## config.mk

```make
export PLATFORM = sky130hd
export DESIGN_NAME = lcs_csr_bank
export DESIGN_NICKNAME = d
export VERILOG_FILES = /design/src/design/lcs_pkg.sv /design/src/design/lcs_wr_if.sv /design/src/design/lcs_csr_bank.sv /design/src/design/lcs_win_base.sv /design/src/design/lcs_host_lock.sv
export SDC_FILE = /design/constraint.sdc
export NUM_CORES = 1
export LEC_CHECK = 0
export BUFFER_PORTS_ARGS = -buffer_cell sky130_fd_sc_hd__buf_2
export CAP_MARGIN = 15
export CORE_AREA = 5 5 108 110
export CTS_BUF_LIST = sky130_fd_sc_hd__clkbuf_4
export DETAILED_ROUTE_END_ITERATION = 10
export DIE_AREA = 0 0 113 115
export PLACE_DENSITY = 0.93
export SLEW_MARGIN = 20
export SYNTH_ARGS = -nofsm -noshare
export SYNTH_HDL_FRONTEND = slang
export SYNTH_SLANG_ARGS = --single-unit
```

## constraint.sdc

```tcl
create_clock -name clk -period 6.74 [get_ports clk]
set_input_delay 0.674 -clock clk [delete_from_list [all_inputs] [get_ports clk]]
set_output_delay 0.674 -clock clk [all_outputs]
set_load 0.02 [all_outputs]
```

## src/design/lcs_pkg.sv

```systemverilog
`default_nettype none
package lcs_pkg;
    // Access widths
    localparam int unsigned ADDR_W         = 35;
    localparam int unsigned OFF_W          = 24;
    localparam int unsigned DATA_W         = 32;
    localparam int unsigned BE_W           = 4;

    // Register byte offsets within configuration space
    localparam logic [7:0]  OFF_ADDR_CAP   = 8'h4C;
    localparam logic [7:0]  OFF_BASE_HIGH  = 8'h58;
    localparam logic [7:0]  OFF_BASE_LOW   = 8'h5C;
    localparam logic [7:0]  OFF_NODE_ID    = 8'h60;
    localparam logic [7:0]  OFF_HOST_LOCK  = 8'h68;
    localparam logic [7:0]  OFF_LABEL      = 8'h6C;

    // Command and status range: 0x40 to 0xFC
    localparam logic [1:0]  RANGE_LOW_QUAD = 2'h0;

    // Fixed read values and reset values
    localparam logic [31:0] ADDR_CAP_VALUE = 32'h0000_0001;
    localparam logic [31:0] BASE_HIGH_VAL  = 32'h0000_0000;
    localparam logic [15:0] HOST_ID_OPEN   = 16'hFFFF;
    localparam logic [31:0] LABEL_RESET    = 32'h0000_0000;

    // Window base field layout and compared address bits
    localparam int unsigned BASE_LSB       = 21;
    localparam int unsigned BASE_MSB       = 30;
    localparam int unsigned BASE_W         = 10;
    localparam int unsigned CMP_LSB        = 25;
    localparam int unsigned CMP_MSB        = 34;

    // Node identifier field layout
    localparam int unsigned SMALL_ID_LSB   = 16;
    localparam int unsigned SMALL_ID_W     = 8;
    localparam int unsigned WIDE_ID_W      = 16;
    localparam int unsigned HOST_ID_W      = 16;

    // Byte-lane merge of a write into a stored word
    function automatic logic [31:0] merge_bytes(input logic [31:0] old_v,
                                                input logic [31:0] new_v,
                                                input logic [3:0]  be);
        logic [31:0] res;
        res = old_v;
        for (int i = 0; i < 4; i++) begin
            if (be[i]) begin
                res[i*8 +: 8] = new_v[i*8 +: 8];
            end
        end
        return res;
    endfunction : merge_bytes
endpackage : lcs_pkg
`default_nettype wire

```

## src/design/lcs_wr_if.sv

```systemverilog
`default_nettype none
interface lcs_wr_if;
    logic        wr_en;
    logic [7:0]  off;
    logic [31:0] wdata;
    logic [3:0]  be;

    modport src  (output wr_en, output off, output wdata, output be);
    modport sink (input wr_en, input off, input wdata, input be);
endinterface : lcs_wr_if
`default_nettype wire

```

## src/design/lcs_csr_bank.sv

```systemverilog
// How it works
// - Every maintenance access and every window-hit access whose offset lies in 0x40 to 0xFC is served by this bank's configuration port.
// - The addressing-capability control register reads 0x00000001 and ignores writes.
// - The upper window base register reads all zeros and ignores writes.
// - The lower window base resets to a build value and is written by maintenance or window-hit writes.
// - A rewritten window base is used at once for the following address comparisons.
// - Only bits 30:21 of the lower base are writable and compared; bits 31 and 20:0 read zero.
// - The window base is compared with address bits 34:25 and a match sends the access to this bank.
// - The window spans all address bits below the compared field, so offsets come from the low bits.
// - The node identifier holds an 8-bit id in 23:16 and, with large systems, a 16-bit id in 15:0.
// - The top byte of the node identifier reads zero and writes to it are dropped.
// - The host identifier resets to 0x0000FFFF and takes one locking write after reset.
// - While locked only a write equal to the stored id is taken, and it reopens the field to all ones.
// - The unlock compare needs both low byte lanes written in the same access.
// - Writing all ones to the host identifier leaves it open.
// - The component label resets to zero and is read-write through either access path.
`default_nettype none
module lcs_csr_bank #(
    parameter logic [lcs_pkg::BASE_W-1:0]     BASE_RESET     = '0,
    parameter logic [lcs_pkg::SMALL_ID_W-1:0] SMALL_ID_RESET = '0,
    parameter logic [lcs_pkg::WIDE_ID_W-1:0]  WIDE_ID_RESET  = '0,
    parameter bit                             LARGE_SYSTEM   = 1'b1
) (
    // Clock and reset
    input  wire logic                            clk,
    input  wire logic                            rst_n,
    // Maintenance access
    input  wire logic                            mnt_valid,
    output logic                                 mnt_ready,
    input  wire logic                            mnt_write,
    input  wire logic [lcs_pkg::OFF_W-1:0]       mnt_offset,
    input  wire logic [lcs_pkg::DATA_W-1:0]      mnt_wdata,
    input  wire logic [lcs_pkg::BE_W-1:0]        mnt_be,
    // Normal read or write to be matched against the window
    input  wire logic                            nrm_valid,
    output logic                                 nrm_ready,
    input  wire logic                            nrm_write,
    input  wire logic [lcs_pkg::ADDR_W-1:0]      nrm_addr,
    input  wire logic [lcs_pkg::DATA_W-1:0]      nrm_wdata,
    input  wire logic [lcs_pkg::BE_W-1:0]        nrm_be,
    output logic                                 nrm_hit,
    // Response
    output logic                                 rsp_valid,
    output logic      [lcs_pkg::DATA_W-1:0]      rsp_rdata,
    output logic                                 rsp_from_normal,
    output logic                                 rsp_unmapped,
    // Register contents for the endpoint
    output logic      [lcs_pkg::BASE_W-1:0]      config_window_base_field,
    output logic      [lcs_pkg::SMALL_ID_W-1:0]  small_node_identifier,
    output logic      [lcs_pkg::WIDE_ID_W-1:0]   wide_node_identifier,
    output logic      [lcs_pkg::HOST_ID_W-1:0]   owner_host_identifier,
    output logic                                 host_id_locked
);
    lcs_wr_if wr ();

    logic                             take_mnt;
    logic                             take_nrm;
    logic                             take;
    logic                             acc_write;
    logic [lcs_pkg::OFF_W-1:0]        acc_off;
    logic [lcs_pkg::DATA_W-1:0]       acc_wdata;
    logic [lcs_pkg::BE_W-1:0]         acc_be;
    logic                             in_range;
    logic [7:0]                       reg_off;
    logic                             sel_cap;
    logic                             sel_base_hi;
    logic                             sel_base_lo;
    logic                             sel_node;
    logic                             sel_lock;
    logic                             sel_label;
    logic                             wr_node;
    logic                             wr_label;
    logic [lcs_pkg::SMALL_ID_W-1:0]   small_id_ff;
    logic [lcs_pkg::WIDE_ID_W-1:0]    wide_id_ff;
    logic [lcs_pkg::DATA_W-1:0]       label_ff;
    logic [lcs_pkg::DATA_W-1:0]       node_word;
    logic [lcs_pkg::DATA_W-1:0]       node_merged;
    logic [lcs_pkg::DATA_W-1:0]       base_lo_word;
    logic [lcs_pkg::DATA_W-1:0]       lock_word;
    logic [lcs_pkg::DATA_W-1:0]       read_word;
    logic [lcs_pkg::SMALL_ID_W-1:0]   nxt_small_id;
    logic [lcs_pkg::WIDE_ID_W-1:0]    nxt_wide_id;
    logic [lcs_pkg::DATA_W-1:0]       nxt_label;
    logic                             rsp_valid_ff;
    logic [lcs_pkg::DATA_W-1:0]       rsp_rdata_ff;
    logic                             rsp_from_normal_ff;
    logic                             rsp_unmapped_ff;
    logic [lcs_pkg::BASE_W-1:0]       base_field;
    logic [lcs_pkg::HOST_ID_W-1:0]    host_id;
    logic                             locked;

    // Maintenance accesses win over normal window hits
    assign take_mnt  = mnt_valid;
    assign take_nrm  = nrm_valid && nrm_hit && !mnt_valid;
    assign take      = take_mnt || take_nrm;
    assign mnt_ready = 1'b1;
    assign nrm_ready = !mnt_valid;

    assign acc_write = take_mnt ? mnt_write  : nrm_write;
    assign acc_off   = take_mnt ? mnt_offset : nrm_addr[lcs_pkg::OFF_W-1:0];
    assign acc_wdata = take_mnt ? mnt_wdata  : nrm_wdata;
    assign acc_be    = take_mnt ? mnt_be     : nrm_be;

    // Offset decode over the command and status range
    assign in_range    = (acc_off[lcs_pkg::OFF_W-1:8] == '0)
                         && (acc_off[7:6] != lcs_pkg::RANGE_LOW_QUAD);
    assign reg_off     = {acc_off[7:2], 2'b00};
    assign sel_cap     = in_range && (reg_off == lcs_pkg::OFF_ADDR_CAP);
    assign sel_base_hi = in_range && (reg_off == lcs_pkg::OFF_BASE_HIGH);
    assign sel_base_lo = in_range && (reg_off == lcs_pkg::OFF_BASE_LOW);
    assign sel_node    = in_range && (reg_off == lcs_pkg::OFF_NODE_ID);
    assign sel_lock    = in_range && (reg_off == lcs_pkg::OFF_HOST_LOCK);
    assign sel_label   = in_range && (reg_off == lcs_pkg::OFF_LABEL);

    // Write strobe shared with the base and lock registers
    assign wr.wr_en = take && acc_write && in_range;
    assign wr.off   = reg_off;
    assign wr.wdata = acc_wdata;
    assign wr.be    = acc_be;

    lcs_win_base #(
        .BASE_RESET (BASE_RESET)
    ) u_win_base (
        .clk        (clk),
        .rst_n      (rst_n),
        .wr         (wr.sink),
        .cmp_addr   (nrm_addr),
        .base_field (base_field),
        .hit        (nrm_hit)
    );

    lcs_host_lock u_host_lock (
        .clk     (clk),
        .rst_n   (rst_n),
        .wr      (wr.sink),
        .host_id (host_id),
        .locked  (locked)
    );

    // Node identifier; without large systems the wide field reads zero and ignores writes, but keeps its reset value at the port
    assign wr_node      = wr.wr_en && sel_node;
    assign node_word    = {8'h00, small_id_ff, (LARGE_SYSTEM ? wide_id_ff : 16'h0000)};
    assign node_merged  = lcs_pkg::merge_bytes(node_word, acc_wdata, acc_be);
    assign nxt_small_id = wr_node ? node_merged[23:16] : small_id_ff;
    assign nxt_wide_id  = (wr_node && LARGE_SYSTEM) ? node_merged[15:0] : wide_id_ff;

    // Component label, full word read-write
    assign wr_label  = wr.wr_en && sel_label;
    assign nxt_label = wr_label ? lcs_pkg::merge_bytes(label_ff, acc_wdata, acc_be) : label_ff;

    always_ff @(posedge clk or negedge rst_n) begin
        if (!rst_n) begin
            small_id_ff <= SMALL_ID_RESET;
            wide_id_ff  <= WIDE_ID_RESET;
            label_ff    <= lcs_pkg::LABEL_RESET;
        end else begin
            small_id_ff <= nxt_small_id;
            wide_id_ff  <= nxt_wide_id;
            label_ff    <= nxt_label;
        end
    end

    // Read views of each register
    assign base_lo_word = {1'b0, base_field, 21'h00_0000};
    assign lock_word    = {16'h0000, host_id};

    always_comb begin
        read_word = '0;
        if (sel_cap) begin
            read_word = lcs_pkg::ADDR_CAP_VALUE;
        end else if (sel_base_hi) begin
            read_word = lcs_pkg::BASE_HIGH_VAL;
        end else if (sel_base_lo) begin
            read_word = base_lo_word;
        end else if (sel_node) begin
            read_word = node_word;
        end else if (sel_lock) begin
            read_word = lock_word;
        end else if (sel_label) begin
            read_word = label_ff;
        end
    end

    // One response per taken access, one cycle later; writes answer zero
    always_ff @(posedge clk or negedge rst_n) begin
        if (!rst_n) begin
            rsp_valid_ff       <= 1'b0;
            rsp_rdata_ff       <= '0;
            rsp_from_normal_ff <= 1'b0;
            rsp_unmapped_ff    <= 1'b0;
        end else begin
            rsp_valid_ff       <= take;
            rsp_rdata_ff       <= (take && !acc_write) ? read_word : '0;
            rsp_from_normal_ff <= take_nrm;
            rsp_unmapped_ff    <= take && !in_range;
        end
    end

    assign rsp_valid                = rsp_valid_ff;
    assign rsp_rdata                = rsp_rdata_ff;
    assign rsp_from_normal          = rsp_from_normal_ff;
    assign rsp_unmapped             = rsp_unmapped_ff;
    assign config_window_base_field = base_field;
    assign small_node_identifier    = small_id_ff;
    assign wide_node_identifier     = wide_id_ff;
    assign owner_host_identifier    = host_id;
    assign host_id_locked           = locked;
endmodule : lcs_csr_bank
`default_nettype wire

```

## src/design/lcs_win_base.sv

```systemverilog
`default_nettype none
module lcs_win_base #(
    parameter logic [lcs_pkg::BASE_W-1:0] BASE_RESET = '0
) (
    // Clock and reset
    input  wire logic                        clk,
    input  wire logic                        rst_n,
    // Register writes
    lcs_wr_if.sink                           wr,
    // Address comparison
    input  wire logic [lcs_pkg::ADDR_W-1:0]  cmp_addr,
    output logic      [lcs_pkg::BASE_W-1:0]  base_field,
    output logic                             hit
);
    logic [lcs_pkg::BASE_W-1:0] base_ff;
    logic [lcs_pkg::BASE_W-1:0] nxt_base;
    logic                       sel_wr;
    logic [31:0]                merged;

    assign sel_wr   = wr.wr_en && (wr.off == lcs_pkg::OFF_BASE_LOW);
    assign merged   = lcs_pkg::merge_bytes({1'b0, base_ff, 21'h00_0000}, wr.wdata, wr.be);
    // Only the ten window bits are kept; the rest always read zero
    assign nxt_base = sel_wr ? merged[lcs_pkg::BASE_MSB:lcs_pkg::BASE_LSB] : base_ff;

    always_ff @(posedge clk or negedge rst_n) begin
        if (!rst_n) begin
            base_ff <= BASE_RESET;
        end else begin
            base_ff <= nxt_base;
        end
    end

    // Low address bits all fall inside the window
    assign hit        = (cmp_addr[lcs_pkg::CMP_MSB:lcs_pkg::CMP_LSB] == base_ff);
    assign base_field = base_ff;
endmodule : lcs_win_base
`default_nettype wire

```

## src/design/lcs_host_lock.sv

```systemverilog
`default_nettype none
module lcs_host_lock (
    // Clock and reset
    input  wire logic                           clk,
    input  wire logic                           rst_n,
    // Register writes
    lcs_wr_if.sink                              wr,
    // Lock state
    output logic      [lcs_pkg::HOST_ID_W-1:0]  host_id,
    output logic                                locked
);
    logic [lcs_pkg::HOST_ID_W-1:0] id_ff;
    logic [lcs_pkg::HOST_ID_W-1:0] nxt_id;
    logic                          sel_wr;
    logic                          full_word;
    logic                          match;
    logic [31:0]                   merged;

    assign sel_wr    = wr.wr_en && (wr.off == lcs_pkg::OFF_HOST_LOCK);
    assign merged    = lcs_pkg::merge_bytes({16'h0000, id_ff}, wr.wdata, wr.be);
    assign full_word = (wr.be[1:0] == 2'b11);
    assign match     = full_word && (wr.wdata[15:0] == id_ff);
    // Open while holding all ones; a write of all ones keeps it open
    assign locked    = (id_ff != lcs_pkg::HOST_ID_OPEN);

    always_comb begin
        nxt_id = id_ff;
        if (sel_wr && !locked) begin
            nxt_id = merged[15:0];
        end else if (sel_wr && match) begin
            nxt_id = lcs_pkg::HOST_ID_OPEN;
        end
    end

    always_ff @(posedge clk or negedge rst_n) begin
        if (!rst_n) begin
            id_ff <= lcs_pkg::HOST_ID_OPEN;
        end else begin
            id_ff <= nxt_id;
        end
    end

    assign host_id = id_ff;
endmodule : lcs_host_lock
`default_nettype wire

```

# Yosys cells after proc, flatten, opt, wreduce, memory -nomap -nowiden
# Cells that the tools add are included.
dict set report classes {
  n_eq_ne 12
  n_mux 15
  n_reduce_logical 39
}
# operator n
set ops {}
lappend ops {{$mux W32} 8}
lappend ops {{$eq A6 B5 Y1 const B} 6}
lappend ops {{$mux W16} 2}
lappend ops {{$mux W24} 1}
lappend ops {{$reduce_and A2 Y1} 11}
lappend ops {{$logic_and A1 B1 Y1} 20}
lappend ops {{$eq A16 B16 Y1} 1}
lappend ops {{$logic_not A16 Y1} 1}
lappend ops {{$mux W8} 2}
lappend ops {{$ne A16 B16 Y1 const B} 1}
lappend ops {{$eq A10 B10 Y1} 1}
lappend ops {{$logic_not A1 Y1} 4}
lappend ops {{$mux W4} 1}
lappend ops {{$ne A2 B1 Y1 const B} 2}
lappend ops {{$reduce_bool A2 Y1} 2}
lappend ops {{$eq A2 B2 Y1 const B} 1}
lappend ops {{$logic_or A1 B1 Y1} 1}
lappend ops {{$mux W1} 1}
dict set report word_totals {
  reg_bits 117
  inputBits 137
  out_inout_bits 89
  word_cells 81
}

# Longest topological paths before layout
# Gate-level depths: netlist of the first run.
dict set report logic_depth {
  depth_word 11
  mapped_depth 10
  depth_no_buf 6
}

# Cells and area by module
# From an unflattened synthesis of the first run, not the netlist that was laid out.
dict set report unflattened {
  cells_unflattened 490
  area_unflattened_um2 6175.9
}
# module instances cells_per_inst area_each_um2 seq_area_each_um2
set modules_own_cells {}
lappend modules_own_cells {lcs_csr_bank 1 382 4763.3 2277.2}
lappend modules_own_cells {lcs_host_lock 1 70 878.3 420.4}
lappend modules_own_cells {lcs_win_base 1 38 534.3 250.2}

# Worst setup path after synthesis of the first run
# Ideal clock, no wire load.
dict set report synth_timing {
  kind {input-to-reg}
  start {input port mnt_valid}
  end {register u_host_lock.id_ff, in the netlist u_host_lock.host_id[0]}
  setup_ps 75
  t_arrival_ps 2527
  t_required_ps 6665
  slack_ps 4138
  path_stages 8
  path_buffers 2
  path_cell_list {buf_6 mux2i_2 xor2_1 nand4_1 or4_4 nor4_4 buf_6 a2bb2oi_1}
}
dict set report synth_between {
  elab_chain_cells 9
  word_cells_on_any_way 24
  classes_between {eq/ne (4); mux (6); reduce/logical (14)}
}
# item line
set synth_lines {}
lappend synth_lines {{from (decl)} lcs_csr_bank.sv:28} ;# input wire logic mnt_valid,
lappend synth_lines {{parallel branches: the longest is 9 deep, another holds $mux W24} -}
lappend synth_lines {{to (signal assigned)} lcs_host_lock.sv:37} ;# id_ff <= lcs_pkg::HOST_ID_OPEN;
lappend synth_lines {{to (signal assigned)} lcs_host_lock.sv:39} ;# id_ff <= nxt_id;
lappend synth_lines {{to (decl)} lcs_host_lock.sv:12} ;# logic [lcs_pkg::HOST_ID_W-1:0] id_ff;
# Several ways; the timed one is not identified. The select of a mux whose other input is x is not followed.
# A chain may end at the register's enable or synchronous reset.

# Final worst setup path of the first run
dict set report layout_timing {
  start {input port mnt_valid}
  end {register u_host_lock.id_ff, in the netlist u_host_lock.host_id[5]}
}
# Same word-level chain as after synthesis.

==> results of run 1 <==
-- synth_stat cells (6+ instances only) --
| library cell | number |
|---|---|
| a22oi_1 | 14 |
| nand4_1 | 15 |
| nand2_1 | 21 |
| mux2_2 | 48 |
| nor4_1 | 6 |
| a2bb2oi_1 | 16 |
| dfrtp_1 | 101 |
| o21ai_0 | 17 |
| buf_2 | 6 |
| inv_1 | 22 |
| clkbuf_1 | 12 |
| nor3_1 | 10 |
| dfstp_2 | 16 |
| xor2_1 | 11 |
| xnor2_1 | 15 |
| mux2i_1 | 32 |
| nor2_1 | 41 |
| a222oi_1 | 15 |
-- how the worst min path moves through the flow --
stage | endpoint | slack, ns | depth (start not counted)
detailed placement | label_ff[15]$_DFFE_PN0P_ | 0.47 | 2
global placement | label_ff[14]$_DFFE_PN0P_ | 0.46 | 2
floorplan | label_ff[0]$_DFFE_PN0P_ | 0.38 | 0
CTS | rsp_rdata[9]$_DFF_PN0_ | 0.18 | 1
global route | rsp_rdata[9]$_DFF_PN0_ | 0.22 | 1
finish | rsp_rdata[9]$_DFF_PN0_ | 0.20 | 1
-- kinds of logic (layout without fill, tap and decap cells) --
| logic type | Yosys count | after routing | synth area share |
|---|---|---|---|
| XOR/XNOR | 26 | 26 | 0.04075 |
| other | 1 | 2 | 0.0006711 |
| multiplexers | 84 | 84 | 0.1639 |
| AO/OA/AOI/OAI | 85 | 85 | 0.1189 |
| buffers and inverters | 45 | 281 | 0.03627 |
| AND/OR/NAND/NOR | 119 | 119 | 0.1120 |
| flip-flops | 117 | 117 | 0.5275 |
-- cell usage in the layout (no fill, tap or decap), types with 6 or more instances in the layout --
master	netlist	final
mux2i_1	32	32
nor2_1	41	40
inv_1	22	22
a222oi_1	15	15
buf_4	1	9
dfstp_2	16	16
nor3_1	10	10
a2bb2oi_1	16	16
clkbuf_4	0	17
nor4_1	6	6
clkinvlp_4	0	8
buf_2	6	218
a22oi_1	14	14
nand4_1	15	15
dfrtp_1	101	101
o21ai_0	17	17
nand2_1	21	21
xnor2_1	15	15
xor2_1	11	11
mux2_2	48	48
-- sequential cells by signal (all words and copies together) (netlist names) --
name	cells
small_node_identifier	8
u_host_lock.host_id	16
label_ff	32
rsp_rdata	32
rsp_unmapped	1
rsp_from_normal	1
u_win_base.base_field	10
rsp_valid	1
wide_node_identifier	16
-- power breakdown --
group	leakage, nW	switching [mW]	internal (mW)
clock	0.106	0.285	0.145
sequential	1.49	0.000128	0.703
combinational	1.96	0.0705	0.0551
total	3.56	0.356	0.902
-- critical path, cell delays in order --
cell and delay [ns]:
buf_2 0.58, buf_4 0.51, mux2i_1 0.48, xor2_1 0.23
nand4_1 0.12, or4_4 0.54, nor4_4 0.79, a2bb2oi_1 0.23
-- area by class of cell --
type	instances	area, sq um	area share
Clock buffer	17	127.6	0.01810
Timing Repair Buffer	227	1159	0.1644
Clock inverter	15	108.9	0.01544
Inverter	22	82.58	0.01171
Sequential cell	117	2948	0.4182
Multi-Input combinational cell	315	2446	0.3470
Tap cell	140	175.2	0.02485
Antenna cell	1	2.502	0.0003550
-- metrics by stage --
stage / worst slack, ns / total power, mW / area, sq um / cells
finish: 3.009 / 1.258 / 7049 / 854
global route: 2.744 / 1.305 / 7049 / 854
CTS: 3.095 / 1.270 / 7047 / 853
detailed placement: 2.522 / 0.8414 / 6810 / 821
global placement: 2.691 / 0.8360 / 6810 / 821
floorplan: 4.138 / 0.7723 / 5588 / 477
-- per-layer routing --
metal	part of all wire	global-route usage	vias up
li1	-	-	2218
met1	0.37	0.3054	2387
met2	0.50	0.4419	306
met3	0.096	0.06789	59
met4	0.037	0.1202	0
met5	0	0	-
==> results.yml, run 1 <==
clock_network:
  path_clk_slew_ns: 0.11
  htree_levels: 4
  clk_latency_ns: 0.52
  post_cts.repair.setup_buffers: 0
  cts-hold-fix-buffers: 0
  ctsResizeCount: 0
  cts_tree: "done"
  clk_path_buf_depth: 2
  clock-root-buffer: "clkbuf_4"
  cts_sinks: 117
  cts_made_buffers: 17
timing:
  finalHoldViolCount: 0
  rsz0062_at_grt: "false"
  layout_min_cycle_time_ns: 3.731
  tns_ns: 0
  drv_slew: 0
  clock_skew_ns: 0.02114
  whs_ns: 0.1955
  setup_violations: 0
  fin_crit_sh: 0.5535
  max_freq_mhz: 268.0
  slew_headroom: 0.3739
  worstMarginPinSlew_ns: 0.9322
critical_path:
  crit_required_ns: 7.18
  critical_path_class: "input port to flip-flop"
  cp-start-kind: "input port"
  worstPathMaxFanout: 33
  cp_data_arrival_time_ns: 4.17
  r2r_start: "u_win_base.base_field[2]$_DFFE_PN0P_"
  worst_setup_path_end_kind: "flip-flop"
  reg2regPathDepth: 6
  endpoint: "u_host_lock.host_id[5]$_DFFE_PN1P_"
  r2r_slack_ns: 3.80
  crit_start: "mnt_valid"
  timing.rr.end: "u_host_lock.host_id[5]$_DFFE_PN1P_"
yosys:
  ys_ff_latch: 117
  synth_area_per_cell_sq_um: 11.71
  syn_nets: 614
  synthesis.area_sq_um: 5588
  synth_cell_types: 48
  seq_area_frac_synth: 0.5275
  synth-main-ff-cell: "dfrtp_1"
  synth_area_leaders: "dfrtp_1, mux2_2, dfstp_2"
  synth_top_area_cell: "dfrtp_1"
  synth_edf_count: 0
  syn_inst: 477
  synthArstFlopShare: 1.000
  synth_top_area_frac: 0.4523
  yosys_warnings: 0
placed_design:
  port_buffers: 219
  gp_congestion: 0.9807
  dp_hpwl_um: 12320
die:
  core_sq_um: 10600
  rows: 38
  start_util: 0.5270
  dieArea_sq_um: 13000
  ios: 226
  die_h_um: 115
  fp.dieW_um: 113
routing:
  via_per_inst: 5.820
  wl_per_cell_um: 19.53
  drc: 0
  dr.pass1.iters: 7
  ant_nets: 0
  wl_um: 16680
  drt_iter0_markers: 453
  num_vias: 4970
finish:
  area_growth_pct: 26.15
  layout.nets: 837
  nFillCells: 825
  drive_gt1_frac: 0.4684
  finalCoreUtilization: 0.6649
status:
  outcome: "complete, no violations"
global_routing:
  grtUsageTotal: 0.2580
  grt_pass1_vias: 5216
  grt_pass1_wl_um: 26240
  antenna_found_initial: 1
  grt_max_degree: 60
  grt_overflow: 0
flow_run:
  maxCapViolCount: 0
power_and_ir_drop:
  ir_worst_vdd_mv: 0.1089
  cellPowerDensity_nw_per_um2: 178.5
  p_leak_nw: 3.555
min_path:
  hp-class: "input port to asynchronous set/reset pin"
(Power assumes the default switching activity.)
==> inputs of run 2 (changes only) <==
--- a/config.mk
+++ b/config.mk
@@ -5,13 +5,14 @@
 export SDC_FILE = /design/constraint.sdc
 export NUM_CORES = 1
 export LEC_CHECK = 0
+export ABC_AREA = 1
 export BUFFER_PORTS_ARGS = -buffer_cell sky130_fd_sc_hd__buf_2
 export CAP_MARGIN = 15
-export CORE_AREA = 5 5 108 110
+export CORE_AREA = 5 5 121 123
 export CTS_BUF_LIST = sky130_fd_sc_hd__clkbuf_4
 export DETAILED_ROUTE_END_ITERATION = 10
-export DIE_AREA = 0 0 113 115
-export PLACE_DENSITY = 0.93
+export DIE_AREA = 0 0 126 128
+export PLACE_DENSITY = 0.84
 export SLEW_MARGIN = 20
 export SYNTH_ARGS = -nofsm -noshare
 export SYNTH_HDL_FRONTEND = slang
==> constraint.sdc (replaced) <==
create_clock -name clk -period 3.1 [get_ports clk]
set_input_delay 0.31 -clock clk [delete_from_list [all_inputs] [get_ports clk]]
set_output_delay 0.31 -clock clk [all_outputs]
set_load 0.02 [all_outputs]
==> run 2 against run 1 <==
Net effect:
- synthesized cell count is 64% higher
- combinational power is 140% higher
- register-to-register slack worse by 3.0 ns
- power is 130% higher
- global-route usage is 4.3 points lower
- area after synthesis is 10% higher
- largest cell class unchanged
==> results.yml, run 2 <==
finish:
  area_growth_pct: 24.23
  mostFrequentLayoutCell: "nand2_1"
  diodes: 0
  design_area_sq_um: 7666
  layout.nets: 1135
  final_cell_mix: "nand2_1, buf_2, dfrtp_1"
  nFillCells: 1265
  drive_gt1_frac: 0.3136
timing:
  worstMarginPinSlew_ns: 0.6912
  rsz0062_at_grt: "false"
  whs_ns: 0.1002
  fin_crit_sh: 0.7448
  setup_violations: 0
  slew_headroom: 0.5392
  max_freq_mhz: 433.1
  drv_slew: 0
  layout_min_cycle_time_ns: 2.309
  finalHoldViolCount: 0
  tns_ns: 0
  clock_skew_ns: 0.01572
routing:
  wl_um: 17510
  num_vias: 6159
  via_per_inst: 5.171
  ant_nets: 0
  dr.pass1.iters: 5
  drt_iter0_markers: 681
  drc: 0
  wl_per_cell_um: 14.70
yosys:
  syn_inst: 782
  syn_nets: 919
  synth_edf_count: 0
  synth_top_area_cell: "dfrtp_1"
  seq_area_frac_synth: 0.4777
  synth-main-ff-cell: "dfrtp_1"
  synth_area_per_cell_sq_um: 7.891
  synth_area_leaders: "dfrtp_1, nand2_1, dfstp_2"
  synth_commonest_cells: "nand2_1, dfrtp_1, o21ai_1"
  yosysMostFrequentCell: "nand2_1"
  synthesis.area_sq_um: 6171
  synth_top_area_frac: 0.4096
  synthArstFlopShare: 1.000
  ys_ff_latch: 117
  yosys_warnings: 0
  synth_cell_types: 40
clock_network:
  htree_levels: 4
  clock-root-buffer: "clkbuf_4"
  ctsResizeCount: 0
  cts_sinks: 117
  clk_path_buf_depth: 2
  cts_made_buffers: 17
  path_clk_slew_ns: 0.11
  clk_latency_ns: 0.51
  cts_tree: "done"
power_and_ir_drop:
  p_switching_mw: 0.7568
  p_int_mw: 2.122
  seqPwrFrac: 0.531
  p_leak_nw: 4.028
  cellPowerDensity_nw_per_um2: 375.5
  ir_worst_vdd_mv: 0.1938
  p_sw_frac: 0.2629
  combPwrFrac: 0.104
  power_frac_clock: 0.365
global_routing:
  antenna_found_initial: 0
  grt_pass1_vias: 5697
  grt_max_degree: 65
  grtUsageTotal: 0.2154
  grt_pass1_wl_um: 27900
  grt_overflow: 0
die:
  fp.dieW_um: 126
  die_h_um: 128
  dieArea_sq_um: 16130
  rows: 43
  ios: 226
  start_util: 0.4551
  core_sq_um: 13560
critical_path:
  worstPathMaxFanout: 19
  cp-start-kind: "flip-flop"
  critical_path_class: "flip-flop to flip-flop"
  cp_data_arrival_time_ns: 2.77
  crit_required_ns: 3.56
  worst_setup_path_end_kind: "flip-flop"
flow_run:
  maxCapViolCount: 0
placed_design:
  port_buffers: 219
  dp_hpwl_um: 13570
  gp_congestion: 0.9056
  placed_cell_area_sq_um: 7385
min_path:
  hp-class: "input port to flip-flop"
status:
  outcome: "complete, no violations"
==> run 2: cell families after synthesis <==
group                  share of synthesized area
buffers and inverters                    0.06792
flip-flops                                0.4777
other                                  0.0006077
AND/OR/NAND/NOR                           0.2873
XOR/XNOR                                0.007096
multiplexers                             0.02595
AO/OA/AOI/OAI                             0.1334
==> run 2: repair_timing <==
item,CTS,global route
hold buffers,1,0
setup endpoints to repair,0,0
setup buffers,0,0
endpoints found under the hold margin,53,0
==> run 2: critical path, cell delays in order (launching register included) <==
cell,delay (ns)
dfrtp_1,0.45
xnor2_1,0.23
nand3_1,0.12
nor2_1,0.11
nand3_1,0.11
nand2_1,0.21
nand2_4,0.12
nor2_8,0.29
nand2_4,0.21
o21ai_2,0.21
nand2_1,0.10
nand2_1,0.08
==> run 2: path summary, 6_finish.rpt <==
| kind | from | end | slack (ns) | cells after the start |
|---|---|---|---|---|
| max | u_win_base.base_field[2]$_DFFE_PN0P_ | u_host_lock.host_id[10]$_DFFE_PN1P_ | 0.79 | 11 |
| min | nrm_valid | rsp_from_normal$_DFF_PN0_ | 0.10 | 3 |
| max reg2reg | u_win_base.base_field[2]$_DFFE_PN0P_ | u_host_lock.host_id[10]$_DFFE_PN1P_ | 0.79 | 11 |
| min reg2reg | label_ff[24]$_DFFE_PN0P_ | label_ff[24]$_DFFE_PN0P_ | 0.50 | 2 |
| max in group asynchronous | rst_n | u_host_lock.host_id[5]$_DFFE_PN1P_ | 1.93 | 3 |
| min in group asynchronous | rst_n | small_node_identifier[2]$_DFFE_PN0P_ | 0.37 | 2 |
==> run 2: power by group through the flow <==
stage	sequential [mW]	clock (mW)	combinational [mW]
after floorplan	1.56	0	0.144
after CTS	1.53	1.07	0.301
final	1.53	1.05	0.299
after global routing	1.53	1.13	0.338
after global placement	1.56	0	0.293
after detailed placement	1.56	0	0.298
==> run 2: per-stage QoR <==
step | utilization | worst slack (ns) | cells | power [mW]
3_3_place_gp | 0.5447 | 0.5643 | 1158 | 1.850
6_report | 0.5654 | 0.7911 | 1191 | 2.879
2_1_floorplan | - | 1.212 | 782 | 1.703
3_5_place_dp | 0.5447 | 0.5041 | 1158 | 1.855
4_1_cts | 0.5654 | 0.7963 | 1191 | 2.900
5_1_grt | 0.5654 | 0.5283 | 1191 | 2.998
==> run 2: metal layers <==
metal,up-vias,global-route usage,share of wire
met3,27,0.05667,0.086
li1,3004,-,-
met4,0,0.06309,0.018
met2,299,0.3521,0.48
met1,2829,0.2839,0.41
met5,-,0,0
==> run 2: final cells by class <==
cell class	instances	area, sq um	area share
multi-input combinational	573	2804	0.3658
clock buffer	18	135.1	0.01763
clock inverter	14	136.4	0.01779
timing repair buffer	230	1196	0.1560
inverter	59	221.5	0.02889
sequential	117	2948	0.3845
tap	180	225.2	0.02938
==> inputs of run 3 (changes only) <==
--- a/config.mk
+++ b/config.mk
@@ -5,14 +5,14 @@
 export SDC_FILE = /design/constraint.sdc
 export NUM_CORES = 1
 export LEC_CHECK = 0
-export ABC_AREA = 1
+export ABC_AREA = 0
 export BUFFER_PORTS_ARGS = -buffer_cell sky130_fd_sc_hd__buf_2
 export CAP_MARGIN = 15
-export CORE_AREA = 5 5 121 123
+export CORE_AREA = 5 5 112 114
 export CTS_BUF_LIST = sky130_fd_sc_hd__clkbuf_4
 export DETAILED_ROUTE_END_ITERATION = 10
-export DIE_AREA = 0 0 126 128
-export PLACE_DENSITY = 0.84
+export DIE_AREA = 0 0 117 119
+export PLACE_DENSITY = 0.87
 export SLEW_MARGIN = 20
 export SYNTH_ARGS = -nofsm -noshare
 export SYNTH_HDL_FRONTEND = slang
==> constraint.sdc (replaced) <==
create_clock -name clk -period 2.3 [get_ports clk]
set_input_delay 0.23 -clock clk [delete_from_list [all_inputs] [get_ports clk]]
set_output_delay 0.23 -clock clk [all_outputs]
set_load 0.02 [all_outputs]
==> run 3 against run 2 <==
Net effect:
- cell area increased by 0.98%
- clock skew about the same
- combinational power increased by 48%
- critical endpoint is now host_id_locked
- first-iteration DRC count decreased by 38%
- global-route usage increased by 4.6 points
- non-clock buffer count increased by 67
- largest cell class unchanged
- clock-buffer cell count unchanged
- worst hold slack got worse by 0.049 ns
- power increased by 35%
- sequential power increased by 35%
==> results.yml, run 3 (same netlist as run 1, synthesis figures left out) <==
critical_path:
  reg2regPathDepth: 6
  critical_path_class: "flip-flop to primary output"
  cp_data_arrival_time_ns: 1.99
  timing.rr.end: "u_host_lock.host_id[1]$_DFFE_PN1P_"
  crit_start: "u_host_lock.host_id[12]$_DFFE_PN1P_"
  worst_setup_path_end_kind: "primary output"
  endpoint: "host_id_locked"
  r2r_start: "u_host_lock.host_id[7]$_DFFE_PN1P_"
  r2r_slack_ns: 0.09
  worstPathMaxFanout: 5
  cp-start-kind: "flip-flop"
  crit_required_ns: 2.07
power_and_ir_drop:
  cellPowerDensity_nw_per_um2: 501.3
  p_sw_frac: 0.2526
  power_frac_clock: 0.356
  seqPwrFrac: 0.531
  p_leak_nw: 3.983
  combPwrFrac: 0.114
  ir_worst_vdd_mv: 0.3135
  p_int_mw: 2.900
  p_switching_mw: 0.9803
clock_network:
  clock-root-buffer: "clkbuf_4"
  clk_path_buf_depth: 2
  path_clk_slew_ns: 0.10
  cts_sinks: 117
  htree_levels: 4
  clk_latency_ns: 0.53
  cts_made_buffers: 17
  cts_tree: "done"
global_routing:
  grt_pass1_vias: 5582
  grt_overflow: 0
  grtUsageTotal: 0.2610
  grt_max_degree: 56
  antenna_found_initial: 1
  grt_pass1_wl_um: 28040
timing:
  fin_crit_sh: 0.9664
  layout_min_cycle_time_ns: 2.223
  tns_ns: 0
  slew_headroom: 0.5256
  finalHoldViolCount: 0
  worst_slack_ns: 0.07721
  max_freq_mhz: 449.9
  setup_violations: 0
  worstMarginPinSlew_ns: 0.7116
  drv_slew: 0
  clock_skew_ns: 0.01553
placed_design:
  placed_cells: 873
  gp_congestion: 0.8758
  port_buffers: 219
  dp_hpwl_um: 13920
  placed_cell_area_sq_um: 7269
  pre_cts_ws_ns: -0.2508
status:
  outcome: "complete, no violations"
routing:
  ant_nets: 0
  wl_um: 18580
  drc: 0
  dr.pass1.iters: 5
  num_vias: 5355
  via_per_inst: 5.783
  wl_per_cell_um: 20.06
  drt_iter0_markers: 422
flow_run:
  maxCapViolCount: 0
finish:
  final_cell_mix: "buf_2, dfrtp_1, buf_4"
  layout.area.seq_sq_um: 2949
  multi_input_area_sq_um: 2490
  design_area_sq_um: 7741
  drive_gt1_frac: 0.5179
  nFillCells: 817
  mostFrequentLayoutCell: "buf_2"
  area_growth_pct: 38.54
  finalCoreUtilization: 0.6838
  instances_no_fill: 926
  layout.nets: 907
die:
  core_sq_um: 11320
  dieArea_sq_um: 13920
  fp.dieW_um: 117
  start_util: 0.4936
  die_h_um: 119
  rows: 39
  ios: 226
min_path:
  hp-class: "input port to flip-flop"
run 3: cell types whose count changed in the layout (fill, tap and decap cells not counted), moves of 16 or more:
cell / previous run / this run
nand2_1: 228 / 21
nand3_1: 63 / 2
mux2i_1: 16 / 32
mux2_2: 0 / 48
a2bb2oi_1: 0 / 16
o21ai_1: 81 / 0
inv_1: 47 / 22
nor2_1: 72 / 40
buf_4: 10 / 69
run 3: layer usage:
layer	wire length, um	vias up	track usage	part of all wire
li1	-	2357	-	-
met1	6610	2588	0.3100	0.36
met2	9453	319	0.4349	0.51
met3	1603	91	0.06085	0.086
met4	908	0	0.1376	0.049
met5	0	-	0	0
run 3: final cells by class:
cell class	instances	share of cell area
multi-input combinational	315	0.3216
sequential	117	0.3810
timing repair buffer	297	0.2308
clock buffer	18	0.01746
inverter	22	0.01067
clock inverter	13	0.01503
antenna	1	0.0003233
tap	143	0.02311
run 3: worst min-delay path by stage:
| stage | startpoint | endpoint | slack [ns] | cells past startpoint |
|---|---|---|---|---|
| after global routing | nrm_wdata[31] | label_ff[31]$_DFFE_PN0P_ | 0.03 | 3 |
| final | nrm_wdata[31] | label_ff[31]$_DFFE_PN0P_ | 0.05 | 3 |
| after detailed placement | rst_n | wide_node_identifier[10]$_DFFE_PN0P_ | 0.33 | 1 |
| after floorplan | rst_n | label_ff[0]$_DFFE_PN0P_ | -0.07 | 0 |
| after global placement | rst_n | wide_node_identifier[9]$_DFFE_PN0P_ | 0.31 | 1 |
| after CTS | nrm_wdata[31] | label_ff[31]$_DFFE_PN0P_ | 0.02 | 3 |
run 3: power groups by stage:
stage	logic (mW)	clock network (mW)	registers, mW
floorplan	0.162	0	2.10
global placement	0.409	0	2.10
detailed placement	0.426	0	2.10
CTS	0.433	1.40	2.06
global route	0.479	1.50	2.06
finish	0.442	1.38	2.06
run 3: worst max-delay path, cell delays in order (launching register included):
cell	delay (ns)
dfstp_2	0.60
nand4_1	0.11
or4_4	0.58
buf_2	0.19
run 3: timing repair:
action,in CTS,in global routing
gates resized for setup,2,10
hold buffers,2,0
endpoints found under the setup margin,54,42
hold endpoints to repair,42,0
buffers inserted,5,14
pin swaps,2,3
run 3: metrics by stage:
step | total power [mW] | hold slack, ns
after detailed placement | 2.524 | 0.3279
after floorplan | 2.263 | -0.06559
after CTS | 3.889 | 0.02004
after global placement | 2.507 | 0.3146
final | 3.881 | 0.05084
after global routing | 4.040 | 0.03196
